### src/core/rbd_defines.svh
// Register offsets, reset values, masks and timing constants
`ifndef RBD_DEFINES_SVH
`define RBD_DEFINES_SVH

`define RBD_OFS_CTRL 12'h000
`define RBD_OFS_FREQ 12'h004
`define RBD_OFS_TIME 12'h008
`define RBD_OFS_BRK 12'h00C
`define RBD_OFS_FLUX 12'h010
`define RBD_OFS_STAT 12'h014

`define RBD_MASK_CTRL 32'h00DF_7FFF
`define RBD_MASK_FREQ 32'h00FF_FFFF
`define RBD_MASK_TIME 32'h03FF_03FF
`define RBD_MASK_BRK 32'h007F_03FF
`define RBD_MASK_FLUX 32'h7F7F_03FF

`define RBD_RST_CTRL 32'h0000_0000
`define RBD_RST_DC_CUR 7'h32
`define RBD_RST_START_T 10'h000
`define RBD_RST_BOOST 10'h000
`define RBD_RST_MOTOR_CUR 7'h64

// Braking timer resolution in ns, and clock period in ns
`define RBD_TICK_NS 10000000
`define RBD_CLK_NS 40
// Fast flash half period minus one, in 0.01 s ticks
`define RBD_FLASH_TICKS 8'h0A

`define RBD_PCT_FULL 17'h00064
`define RBD_CARRIER_PCT 7'h32
`define RBD_BOOST_CLAMP 7'h50
`define RBD_FREQ_SRCS 5
`define RBD_RUN_SRCS 4

`endif

### src/core/rbd_pkg.sv
// Types shared by the run gating and braking sequencer
package rbd_pkg;

    typedef enum logic [2:0] {
        ST_IDLE  = 3'h0,
        ST_START = 3'h1,
        ST_RUN   = 3'h3,
        ST_SHORT = 3'h2,
        ST_STOP  = 3'h6
    } rbd_state_t;

    typedef struct packed {
        logic [7:0] rsvd1;
        logic [1:0] runCmdSrc1;
        logic rsvd2;
        logic [2:0] freqRefSrc1;
        logic [1:0] secondRunCmdSource;
        logic rsvd0;
        logic [2:0] secondFreqRefSource;
        logic extRef2Sel;
        logic [1:0] belowMinFreqAction;
        logic [2:0] controlModeSelect;
        logic [1:0] stopMethodSelect;
        logic powerupRunAccept;
        logic outputPhaseOrderSelect;
        logic [1:0] programModeRunSelect;
    } rbd_ctrl_t;

    typedef struct packed {
        logic dcInject;
        logic shortBrake;
        logic zeroHold;
        logic [11:0] current;
    } rbd_brake_t;

endpackage

### src/core/rbd_sequencer.sv
// Run gating, start/stop braking sequencer and AHB-Lite register slave
//
// How it works
// (RULE1) Selection 0: no run accepted while keypad is in programming menus.
// (RULE2) Selection 1: run accepted in every keypad mode.
// (RULE3) Selection 2: programming entry and display refused while output active.
// (RULE4) Phase order 0 standard, 1 swaps two phases to reverse motor.
// (RULE5) Acceptance 0: run present at power-up ignored until it is cycled.
// (RULE6) Run present at power-up while blocked flashes run indicator fast.
// (RULE7) Acceptance 1: active run starts motor once start-up has finished.
// (RULE8) Brake start frequency used only with ramp to stop, 0.0-10.0 Hz.
// (RULE9) Modes 0-2: DC injection below start frequency for stop time.
// (RULE10) Start frequency below minimum: braking begins at minimum frequency.
// (RULE11) Modes 5,6: short-circuit brake, then DC injection if stop time set.
// (RULE12) Modes 3,7: zero speed hold for stop time if below-min action 0.
// (RULE13) Modes 3,7: hold begins at minimum frequency if start freq lower.
// (RULE14) DC current 0-100%, default 50%; above 50% carrier drops to 1 kHz.
// (RULE15) Start braking (hold in modes 3,7) for start time; zero disables.
// (RULE16) Stop braking (hold in modes 3,7) for stop time; zero disables.
// (RULE17) On run, DC current ramps from boost level to no-load over start time.
// (RULE18) Boost current clamped to lesser of 80% drive and motor rated.
// (RULE19) Boost level 0% uses DC braking current instead of the ramp.
// (RULE20) External reference 2 takes second reference and run sources.
// (RULE21) Braking timed in 0.01 s ticks, cleared when a braking phase begins.
`timescale 1ns/1ps
`include "rbd_defines.svh"

module rbd_sequencer #(
    parameter int TICK_CYCLES = `RBD_TICK_NS / `RBD_CLK_NS,
    parameter logic [7:0] BRAKE_FREQ_RST = 8'h05,
    parameter logic [15:0] MIN_FREQ_RST = 16'h000F,
    parameter logic [9:0] STOP_TIME_RST = 10'h032,
    parameter logic [9:0] SHORT_TIME_RST = 10'h000,
    parameter logic [6:0] NO_LOAD_RST = 7'h1E
) (
    input wire logic mclk,
    input wire logic rst_b,
    input wire logic hsel,
    input wire logic [31:0] haddr,
    input wire logic [1:0] htrans,
    input wire logic hwrite,
    input wire logic [2:0] hsize,
    input wire logic [31:0] hwdata,
    input wire logic hready,
    output logic hreadyout,
    output logic hresp,
    output logic [31:0] hrdata,
    input wire logic [`RBD_RUN_SRCS-1:0] runCmdIn,
    input wire logic [15:0] freqRefIn [`RBD_FREQ_SRCS],
    input wire logic [15:0] outputFreq,
    input wire logic keypadProgMode,
    input wire logic progEntryReq,
    input wire logic startupDone,
    input wire logic [2:0] phaseGate,
    output logic [2:0] phaseOut,
    output logic [15:0] freqRefOut,
    output logic progEntryGrant,
    output logic progDisplayEn,
    output logic runLed,
    output logic driveActive,
    output logic carrierLow,
    output rbd_pkg::rbd_brake_t brakeOut
);
    import rbd_pkg::*;

    localparam int TW = $clog2(TICK_CYCLES);
    localparam logic [TW-1:0] TICK_LAST = TW'(TICK_CYCLES - 1);

    rbd_ctrl_t ctrl_q;
    logic [7:0] brakeFreq_q;
    logic [15:0] minFreq_q;
    logic [9:0] startTime_q, stopTime_q, shortTime_q;
    logic [6:0] dcCur_q, noLoad_q, motorCur_q;
    logic [9:0] boost_q;
    logic wrEn_q;
    logic [11:0] wrAddr_q;
    logic [31:0] hrdata_q;
    rbd_state_t state_q, state_d;
    logic [TW-1:0] tickCnt_q;
    logic [10:0] brkCnt_q;
    logic started_q, pwrBlock_q, ledFlash_q;
    logic runOk;
    logic [7:0] flashCnt_q;
    logic [2:0] phaseOut_q;
    logic [15:0] freqRefOut_q;
    logic carrierLow_q;
    rbd_brake_t brake_q, brake_d;

    // Bus decode; every transfer is zero wait state with an OKAY answer
    wire addrPhase = hsel && hready && htrans[1];
    wire [11:0] regAddr = haddr[11:0];
    wire mapped = (haddr[31:12] == 20'h00000);
    wire selCtrl = mapped && regAddr == `RBD_OFS_CTRL;
    wire selFreq = mapped && regAddr == `RBD_OFS_FREQ;
    wire selTime = mapped && regAddr == `RBD_OFS_TIME;
    wire selBrk = mapped && regAddr == `RBD_OFS_BRK;
    wire selFlux = mapped && regAddr == `RBD_OFS_FLUX;
    wire selStat = mapped && regAddr == `RBD_OFS_STAT;
    wire wrCtrl = wrEn_q && wrAddr_q == `RBD_OFS_CTRL;
    wire wrFreq = wrEn_q && wrAddr_q == `RBD_OFS_FREQ;
    wire wrTime = wrEn_q && wrAddr_q == `RBD_OFS_TIME;
    wire wrBrk = wrEn_q && wrAddr_q == `RBD_OFS_BRK;
    wire wrFlux = wrEn_q && wrAddr_q == `RBD_OFS_FLUX;
    wire [31:0] wCtrl = hwdata & `RBD_MASK_CTRL;
    wire [31:0] wFreq = hwdata & `RBD_MASK_FREQ;
    wire [31:0] wTime = hwdata & `RBD_MASK_TIME;
    wire [31:0] wBrk = hwdata & `RBD_MASK_BRK;
    wire [31:0] wFlux = hwdata & `RBD_MASK_FLUX;

    wire [31:0] statWord = {4'h0, brake_q.current, 8'h00, runOk,
        carrierLow_q, progEntryGrant, pwrBlock_q, driveActive, state_q};
    wire [31:0] rdWord =
        selCtrl ? 32'(ctrl_q) :
        selFreq ? {8'h00, minFreq_q, brakeFreq_q} :
        selTime ? {6'h00, stopTime_q, 6'h00, startTime_q} :
        selBrk ? {9'h000, dcCur_q, 6'h00, shortTime_q} :
        selFlux ? {1'b0, motorCur_q, 1'b0, noLoad_q, 6'h00, boost_q} :
        selStat ? statWord : 32'h0000_0000;

    always_ff @(posedge mclk or negedge rst_b) begin
        if (!rst_b) begin
            wrEn_q <= 1'b0;
            wrAddr_q <= 12'h000;
            hrdata_q <= 32'h0000_0000;
        end else begin
            wrEn_q <= addrPhase && hwrite;
            wrAddr_q <= mapped ? regAddr : 12'hFFF;
            if (addrPhase && !hwrite) begin
                hrdata_q <= rdWord;
            end
        end
    end

    always_ff @(posedge mclk or negedge rst_b) begin
        if (!rst_b) begin
            ctrl_q <= rbd_ctrl_t'(`RBD_RST_CTRL);
            brakeFreq_q <= BRAKE_FREQ_RST;
            minFreq_q <= MIN_FREQ_RST;
            startTime_q <= `RBD_RST_START_T;
            stopTime_q <= STOP_TIME_RST;
            shortTime_q <= SHORT_TIME_RST;
            dcCur_q <= `RBD_RST_DC_CUR;
            boost_q <= `RBD_RST_BOOST;
            noLoad_q <= NO_LOAD_RST;
            motorCur_q <= `RBD_RST_MOTOR_CUR;
        end else begin
            if (wrCtrl) ctrl_q <= rbd_ctrl_t'(wCtrl);
            if (wrFreq) brakeFreq_q <= wFreq[7:0];
            if (wrFreq) minFreq_q <= wFreq[23:8];
            if (wrTime) startTime_q <= wTime[9:0];
            if (wrTime) stopTime_q <= wTime[25:16];
            if (wrBrk) shortTime_q <= wBrk[9:0];
            if (wrBrk) dcCur_q <= wBrk[22:16];
            if (wrFlux) boost_q <= wFlux[9:0];
            if (wrFlux) noLoad_q <= wFlux[22:16];
            if (wrFlux) motorCur_q <= wFlux[30:24];
        end
    end

    assign hreadyout = 1'b1;
    assign hresp = 1'b0;
    assign hrdata = hrdata_q;

    // (RULE20) source select by reference set
    wire [1:0] runIdx = ctrl_q.extRef2Sel ?
        ctrl_q.secondRunCmdSource : ctrl_q.runCmdSrc1;
    wire [2:0] refIdx = ctrl_q.extRef2Sel ?
        ctrl_q.secondFreqRefSource : ctrl_q.freqRefSrc1;
    wire runSel = runCmdIn[runIdx];
    wire refOk = refIdx < 3'(`RBD_FREQ_SRCS);
    wire [15:0] refSel = refOk ? freqRefIn[refIdx] : 16'h0000;

    // (RULE1) programming blocks run
    wire progBlock = ctrl_q.programModeRunSelect == 2'h0 && keypadProgMode;
    // (RULE2) (RULE7) run accepted after start-up
    assign runOk = started_q && runSel && !pwrBlock_q && !progBlock;
    // (RULE3) no programming while output active
    wire progLock = ctrl_q.programModeRunSelect == 2'h2 && driveActive;
    assign progEntryGrant = progEntryReq && !progLock;
    assign progDisplayEn = keypadProgMode && !progLock;

    // (RULE5) catch run level once start-up ends
    always_ff @(posedge mclk or negedge rst_b) begin
        if (!rst_b) begin
            started_q <= 1'b0;
            pwrBlock_q <= 1'b0;
        end else if (startupDone && !started_q) begin
            started_q <= 1'b1;
            pwrBlock_q <= !ctrl_q.powerupRunAccept && runSel;
        end else if (!runSel) begin
            pwrBlock_q <= 1'b0;
        end
    end

    // (RULE10) (RULE13) threshold is the higher of the two
    wire [15:0] brakeFreqW = {8'h00, brakeFreq_q};
    wire useMin = brakeFreqW < minFreq_q;
    wire belowStart = useMin ? outputFreq <= minFreq_q
                             : outputFreq < brakeFreqW;
    wire [2:0] mode = ctrl_q.controlModeSelect;
    wire zsMode = mode == 3'h3 || mode == 3'h7;
    wire scMode = mode == 3'h5 || mode == 3'h6;
    // (RULE8) only ramp to stop uses the threshold
    wire rampStop = ctrl_q.stopMethodSelect == 2'h0;
    // (RULE12) hold needs below-min action 0
    wire stopOn = stopTime_q != 10'h000 &&
        (!zsMode || ctrl_q.belowMinFreqAction == 2'h0);

    // (RULE21) 0.01 s tick, restarted with each braking phase
    wire phaseStart = state_d != state_q;
    wire tick = tickCnt_q == TICK_LAST;
    wire [10:0] phaseLen = state_q == ST_START ? {1'b0, startTime_q} :
                           state_q == ST_SHORT ? {1'b0, shortTime_q} :
                                                 {1'b0, stopTime_q};
    wire phaseDone = brkCnt_q >= phaseLen;

    always_comb begin
        state_d = state_q;
        case (state_q)
            ST_IDLE: begin
                // (RULE15) start braking only when time nonzero
                if (runOk) begin
                    state_d = startTime_q != 10'h000 ? ST_START : ST_RUN;
                end
            end
            ST_START: begin
                if (!runOk) begin
                    state_d = ST_IDLE;
                end else if (phaseDone) begin
                    state_d = ST_RUN;
                end
            end
            ST_RUN: begin
                if (!runOk && !rampStop) begin
                    state_d = ST_IDLE;
                end else if (!runOk && belowStart) begin
                    // (RULE9) (RULE11) (RULE12) mode picks the brake
                    if (scMode && shortTime_q != 10'h000) begin
                        state_d = ST_SHORT;
                    end else begin
                        state_d = stopOn ? ST_STOP : ST_IDLE;
                    end
                end
            end
            ST_SHORT: begin
                // (RULE11) DC follows when stop time set
                if (phaseDone) begin
                    state_d = stopOn ? ST_STOP : ST_IDLE;
                end
            end
            ST_STOP: begin
                // (RULE16) end after stop time
                if (phaseDone) begin
                    state_d = ST_IDLE;
                end
            end
            default: state_d = ST_IDLE;
        endcase
    end

    always_ff @(posedge mclk or negedge rst_b) begin
        if (!rst_b) begin
            state_q <= ST_IDLE;
            tickCnt_q <= '0;
            brkCnt_q <= 11'h000;
        end else begin
            state_q <= state_d;
            // (RULE21) clear timer on phase entry
            if (phaseStart || tick) begin
                tickCnt_q <= '0;
            end else begin
                tickCnt_q <= tickCnt_q + 1'b1;
            end
            if (phaseStart) begin
                brkCnt_q <= 11'h000;
            end else if (tick && !phaseDone) begin
                brkCnt_q <= brkCnt_q + 11'h001;
            end
        end
    end

    assign driveActive = state_q != ST_IDLE;

    // (RULE17) linear ramp from boost level to no-load level
    wire [16:0] boostProd = 17'(noLoad_q * boost_q);
    wire [11:0] boostCur = 12'(boostProd / `RBD_PCT_FULL);
    wire signed [12:0] rampSpan = $signed({6'h00, noLoad_q})
        - $signed({1'b0, boostCur});
    wire signed [24:0] rampProd = rampSpan * $signed({1'b0, brkCnt_q});
    wire [9:0] rampDiv = startTime_q == 10'h000 ? 10'h001 : startTime_q;
    wire signed [24:0] rampStep = rampProd / $signed({15'h0000, rampDiv});
    wire signed [24:0] rampSum = $signed({13'h0000, boostCur}) + rampStep;
    wire [11:0] rampCur = rampSum < 0 ? 12'h000 : rampSum[11:0];
    // (RULE18) clamp to lesser of 80% and motor rating
    wire [6:0] clampPct = motorCur_q < `RBD_BOOST_CLAMP ?
        motorCur_q : `RBD_BOOST_CLAMP;
    wire [11:0] clampCur = {5'h00, clampPct};
    wire [11:0] boostOut = rampCur > clampCur ? clampCur : rampCur;
    // (RULE19) no boost means plain DC level
    wire [11:0] startCur = boost_q == 10'h000 ?
        {5'h00, dcCur_q} : boostOut;
    wire braking = state_q == ST_START || state_q == ST_STOP;

    always_comb begin
        brake_d = '0;
        // (RULE15) (RULE16) hold replaces DC in modes 3 and 7
        brake_d.dcInject = braking && !zsMode;
        brake_d.zeroHold = braking && zsMode;
        brake_d.shortBrake = state_q == ST_SHORT;
        if (state_q == ST_START && !zsMode) begin
            brake_d.current = startCur;
        end else if (state_q == ST_STOP && !zsMode) begin
            brake_d.current = {5'h00, dcCur_q};
        end
    end

    // (RULE4) swap two phases to reverse rotation
    wire [2:0] phaseSel = ctrl_q.outputPhaseOrderSelect ?
        {phaseGate[1], phaseGate[2], phaseGate[0]} : phaseGate;

    // (RULE6) fast flash while the power-up run is held off
    wire flashWrap = flashCnt_q >= `RBD_FLASH_TICKS;

    always_ff @(posedge mclk or negedge rst_b) begin
        if (!rst_b) begin
            brake_q <= '0;
            phaseOut_q <= 3'h0;
            freqRefOut_q <= 16'h0000;
            carrierLow_q <= 1'b0;
            flashCnt_q <= 8'h00;
            ledFlash_q <= 1'b0;
        end else begin
            brake_q <= brake_d;
            phaseOut_q <= driveActive ? phaseSel : 3'h0;
            freqRefOut_q <= refSel;
            // (RULE14) high DC current forces 1 kHz carrier
            carrierLow_q <= dcCur_q > `RBD_CARRIER_PCT;
            if (!pwrBlock_q) begin
                flashCnt_q <= 8'h00;
                ledFlash_q <= 1'b0;
            end else if (tick && flashWrap) begin
                flashCnt_q <= 8'h00;
                ledFlash_q <= !ledFlash_q;
            end else if (tick) begin
                flashCnt_q <= flashCnt_q + 8'h01;
            end
        end
    end

    assign brakeOut = brake_q;
    assign phaseOut = phaseOut_q;
    assign freqRefOut = freqRefOut_q;
    assign carrierLow = carrierLow_q;
    assign runLed = pwrBlock_q ? ledFlash_q : driveActive;
endmodule

### config.mk
export PLATFORM = sky130hd
export DESIGN_NAME = rbd_sequencer
export DESIGN_NICKNAME = d
export VERILOG_FILES = /design/src/core/rbd_pkg.sv /design/src/core/rbd_sequencer.sv
export VERILOG_INCLUDE_DIRS = /design/src /design/src/core
export SDC_FILE = /design/constraint.sdc
export NUM_CORES = 2
export LEC_CHECK = 0
export BUFFER_PORTS_ARGS = -buffer_cell sky130_fd_sc_hd__buf_2
export CAP_MARGIN = 20
export CORE_MARGIN = 1.5
export CORE_UTILIZATION = 57
export CTS_BUF_LIST = sky130_fd_sc_hd__clkbuf_4
export CTS_CLUSTER_DIAMETER = 40
export DETAILED_ROUTE_END_ITERATION = 7
export GPL_ROUTABILITY_DRIVEN = 0
export HOLD_SLACK_MARGIN = 0.15
export PLACE_DENSITY = 0.73
export SLEW_MARGIN = 20
export SYNTH_ARGS = -nofsm -noshare
export SYNTH_HDL_FRONTEND = slang
export SYNTH_SLANG_ARGS = --single-unit
export TNS_END_PERCENT = 20
### constraint.sdc
create_clock -name mclk -period 230 [get_ports mclk]
set_input_delay 46 -clock mclk [delete_from_list [all_inputs] [get_ports mclk]]
set_output_delay 46 -clock mclk [all_outputs]
set_load 0.01 [all_outputs]
==> flow_metrics.tcl <==
set metrics [dict create \
    status "completed" \
    postCtsHoldBufs 0 \
    slowest_delay_ns 0.91 \
    synth_cell_types 118 \
    ys.flop_type "dfrtp_1" \
    grt_pass1_vias 32300 \
    synth_top_family_by_area "adder cells" \
    min_period_ns 102.59 \
    setup-violations-final 0 \
    cp_max_fo 23 \
    maxSlewHeadroom_pct 26.4 \
    core_area_mm2 0.0630 \
    overflow 0 \
    cp.arrival_ns 103.20 \
    dieWidth_um 255 \
    drv_cap 0 \
    muxShareOfSynthArea_pct 6.91 \
    vias_per_cell 6.23 \
    yosys.area_share.simple_pct 22.1 \
    antenna_left 0 \
    yosysSeqAreaShare_pct 15.9 \
    worstHoldPathType "reg -> reg" \
    cpMostUsedCell "o21a_1" \
    placed_cells_incl_taps 5446 \
    clock_latency_ns 0.71 \
    synth_edf_count 0 \
    critical-path-slowest-cell "nor4_2" \
    cts_setup_buffers 0 \
    cts_resized 0 \
    instances_no_fill 5543 \
    design.portCount 253 \
    track_usage_pct 31.8 \
    hold_viol_final 0 \
    cts_tree "done" \
    num_rows 92 \
    initial_core_util_pct 57.5 \
    grt_max_degree 109 \
    yosysWarnings 0 \
    syn_inst 4462 \
    routed_wl_mm 105 \
    syn_area_mm2 0.0362 \
    num_vias 34600 \
    tightest_slew_ns 1.10 \
    path_class "reg -> reg" \
    required_ns 230.61 \
    setup_ws_ns 127.41 \
    synthXorXnorAreaFrac_pct 4.69 \
    area_growth_pct 7.84 \
    final_core_util_pct 62.0 \
    skew_ns 0.0601 \
    dieArea_mm2 0.0650 \
    cts_buffers 53 \
    cts_num_sinks 229 \
    worst_setup_path_end_kind "register" \
    drtIter0Drc 2582 \
    drc 0 \
    grt_setup_unrepaired "no" \
    synth_compound_area_share_pct 22.3 \
    fp.dieH_um 255 \
    wire_per_inst_um 18.9 \
    hpwl_mm 85.4 \
    grt_pass1_wl_mm 168 \
    cts_htree_levels 2 \
    maxSlewViolCount 0 \
    finalCritPeriodShare_pct 44.6 \
    clk_pin_slew_ns 0.07 \
    layout-drive-gt1-share_pct 13.8 \
    fin_setup_tns_ns 0 \
    synth-adder-area-share_pct 22.6 \
    antenna_found_initial 1 \
    pre_cts_slack_ns 129.12 \
    port_buffers 244 \
    cts_buffer_depth 3 \
    nNetsFinal 5378 \
    synth_area_per_cell_um2 8.11 \
    max_freq_ghz 0.00975 \
    root_buffer "clkbuf_4" \
    firstDrtPassIters 8 \
    start_kind "register" \
    async_flop_share_pct 100 \
    synth_seq_cells 229 \
]
-- kinds of logic (layout without fill, tap and decap cells) --
| family | Yosys count | in the layout |
|---|---|---|
| simple gates | 1590 | 1590 |
| compound gates | 1173 | 1173 |
| fa+ha+maj | 549 | 549 |
| buf+inv | 517 | 745 |
| flops | 229 | 229 |
| mux | 208 | 208 |
| xor+xnor | 194 | 194 |
| other cells | 2 | 9 |
-- cells in the mapped netlist, types with 72 or more instances --
| cell | count | share of area (%) |
|---|---|---|
| nor2_1 | 321 | 3.3 |
| inv_1 | 349 | 3.6 |
| clkbuf_1 | 128 | 1.3 |
| ha_1 | 368 | 13 |
| nand2_1 | 446 | 4.6 |
| nand3_1 | 85 | 1.2 |
| o21a_1 | 160 | 3.3 |
| fa_1 | 175 | 9.7 |
| o21ai_0 | 224 | 3.1 |
| and2_1 | 128 | 2.2 |
| nor3_1 | 194 | 2.7 |
| a21o_1 | 72 | 1.5 |
| o31ai_1 | 81 | 1.7 |
| a21oi_1 | 206 | 2.8 |
| dfrtp_1 | 210 | 15 |
| mux2_2 | 122 | 3.8 |
| xnor2_1 | 141 | 3.4 |
-- metrics by stage --
step / hold slack (ns) / instance area (µm²)
after floorplan: 0.425 / 36200
after detailed placement: 0.453 / 38300
after CTS: 0.461 / 39000
after global placement: 0.445 / 38300
after global routing: 0.487 / 39000
final: 0.465 / 39000
-- final cells by class --
type                    instances  area [µm²]
diodes                          1        2.50
clock buffers                  74         556
clock inverters                22         194
fillers                      5654       23900
inverters                     349        1310
multi-input cells            3722       28500
flip-flops and latches        229        5750
well taps                     846        1060
repair buffers                300        1650
-- sequential cells by signal, summed over array words and instances, names as in the netlist, 8 cells and up --
register,flops
startTime_q,10
shortTime_q,10
boost_q,10
brakeOut,15
tickCnt_q,18
brakeFreq_q,8
flashCnt_q,8
freqRefOut,16
stopTime_q,10
wrAddr_q,12
ctrl_q,19
hrdata,31
brkCnt_q,11
minFreq_q,16
-- routing by layer --
metal	GRT usage, %	part of all wire [%]
met1	42.5	43
met2	53.4	47
met3	2.96	6.5
met4	11.9	3.7
met5	0	0
-- final timing paths --
kind / from / end / slack, ns / cells after the start
setup / recovery: noLoad_q[6]$_DFFE_PN0P_ / brakeOut[6]$_DFF_PN0_ / 127.41 / 418
hold / removal: tickCnt_q[0]$_DFF_PN0_ / tickCnt_q[0]$_DFF_PN0_ / 0.46 / 1
setup reg to reg: noLoad_q[6]$_DFFE_PN0P_ / brakeOut[6]$_DFF_PN0_ / 127.41 / 418
hold reg to reg: tickCnt_q[0]$_DFF_PN0_ / tickCnt_q[0]$_DFF_PN0_ / 0.46 / 1
max in group asynchronous: rst_b / tickCnt_q[12]$_DFF_PN0_ / 182.58 / 3
min in group asynchronous: rst_b / flashCnt_q[3]$_DFFE_PN0P_ / 45.31 / 1
-- critical path, delay by kind of cell, from the launching register on --
kind / cells / cell delay (ns)
xor+xnor: 4 / 1.34
fa+ha+maj: 43 / 15.55
compound gates: 219 / 49.07
buf+inv: 31 / 4.55
flops: 1 / 0.73
simple gates: 113 / 28.72
mux: 8 / 2.38
-- cell usage in the layout, fill, tap and decap left out, drive strengths merged, types with 40 or more instances in the layout --
cell type and instances:
nand3 85, mux2i 64, or2 40, nand2b 43, o21a 160, xnor2 141, fa 175, and2 129
nor4 56, nor3 196, ha 368, nand4 47, mux2 123, a21o 72, inv 349, nor2 323
nor2b 43, dfrtp 210, or3 53, o31ai 81, o211ai 45, buf 300, clkbuf 74, nand2 446
a21oi 208, o21ai 236, xor2 53
Power is not shown: default switching activity piles up to over one toggle a cycle in this logic, so the estimate is an artifact.
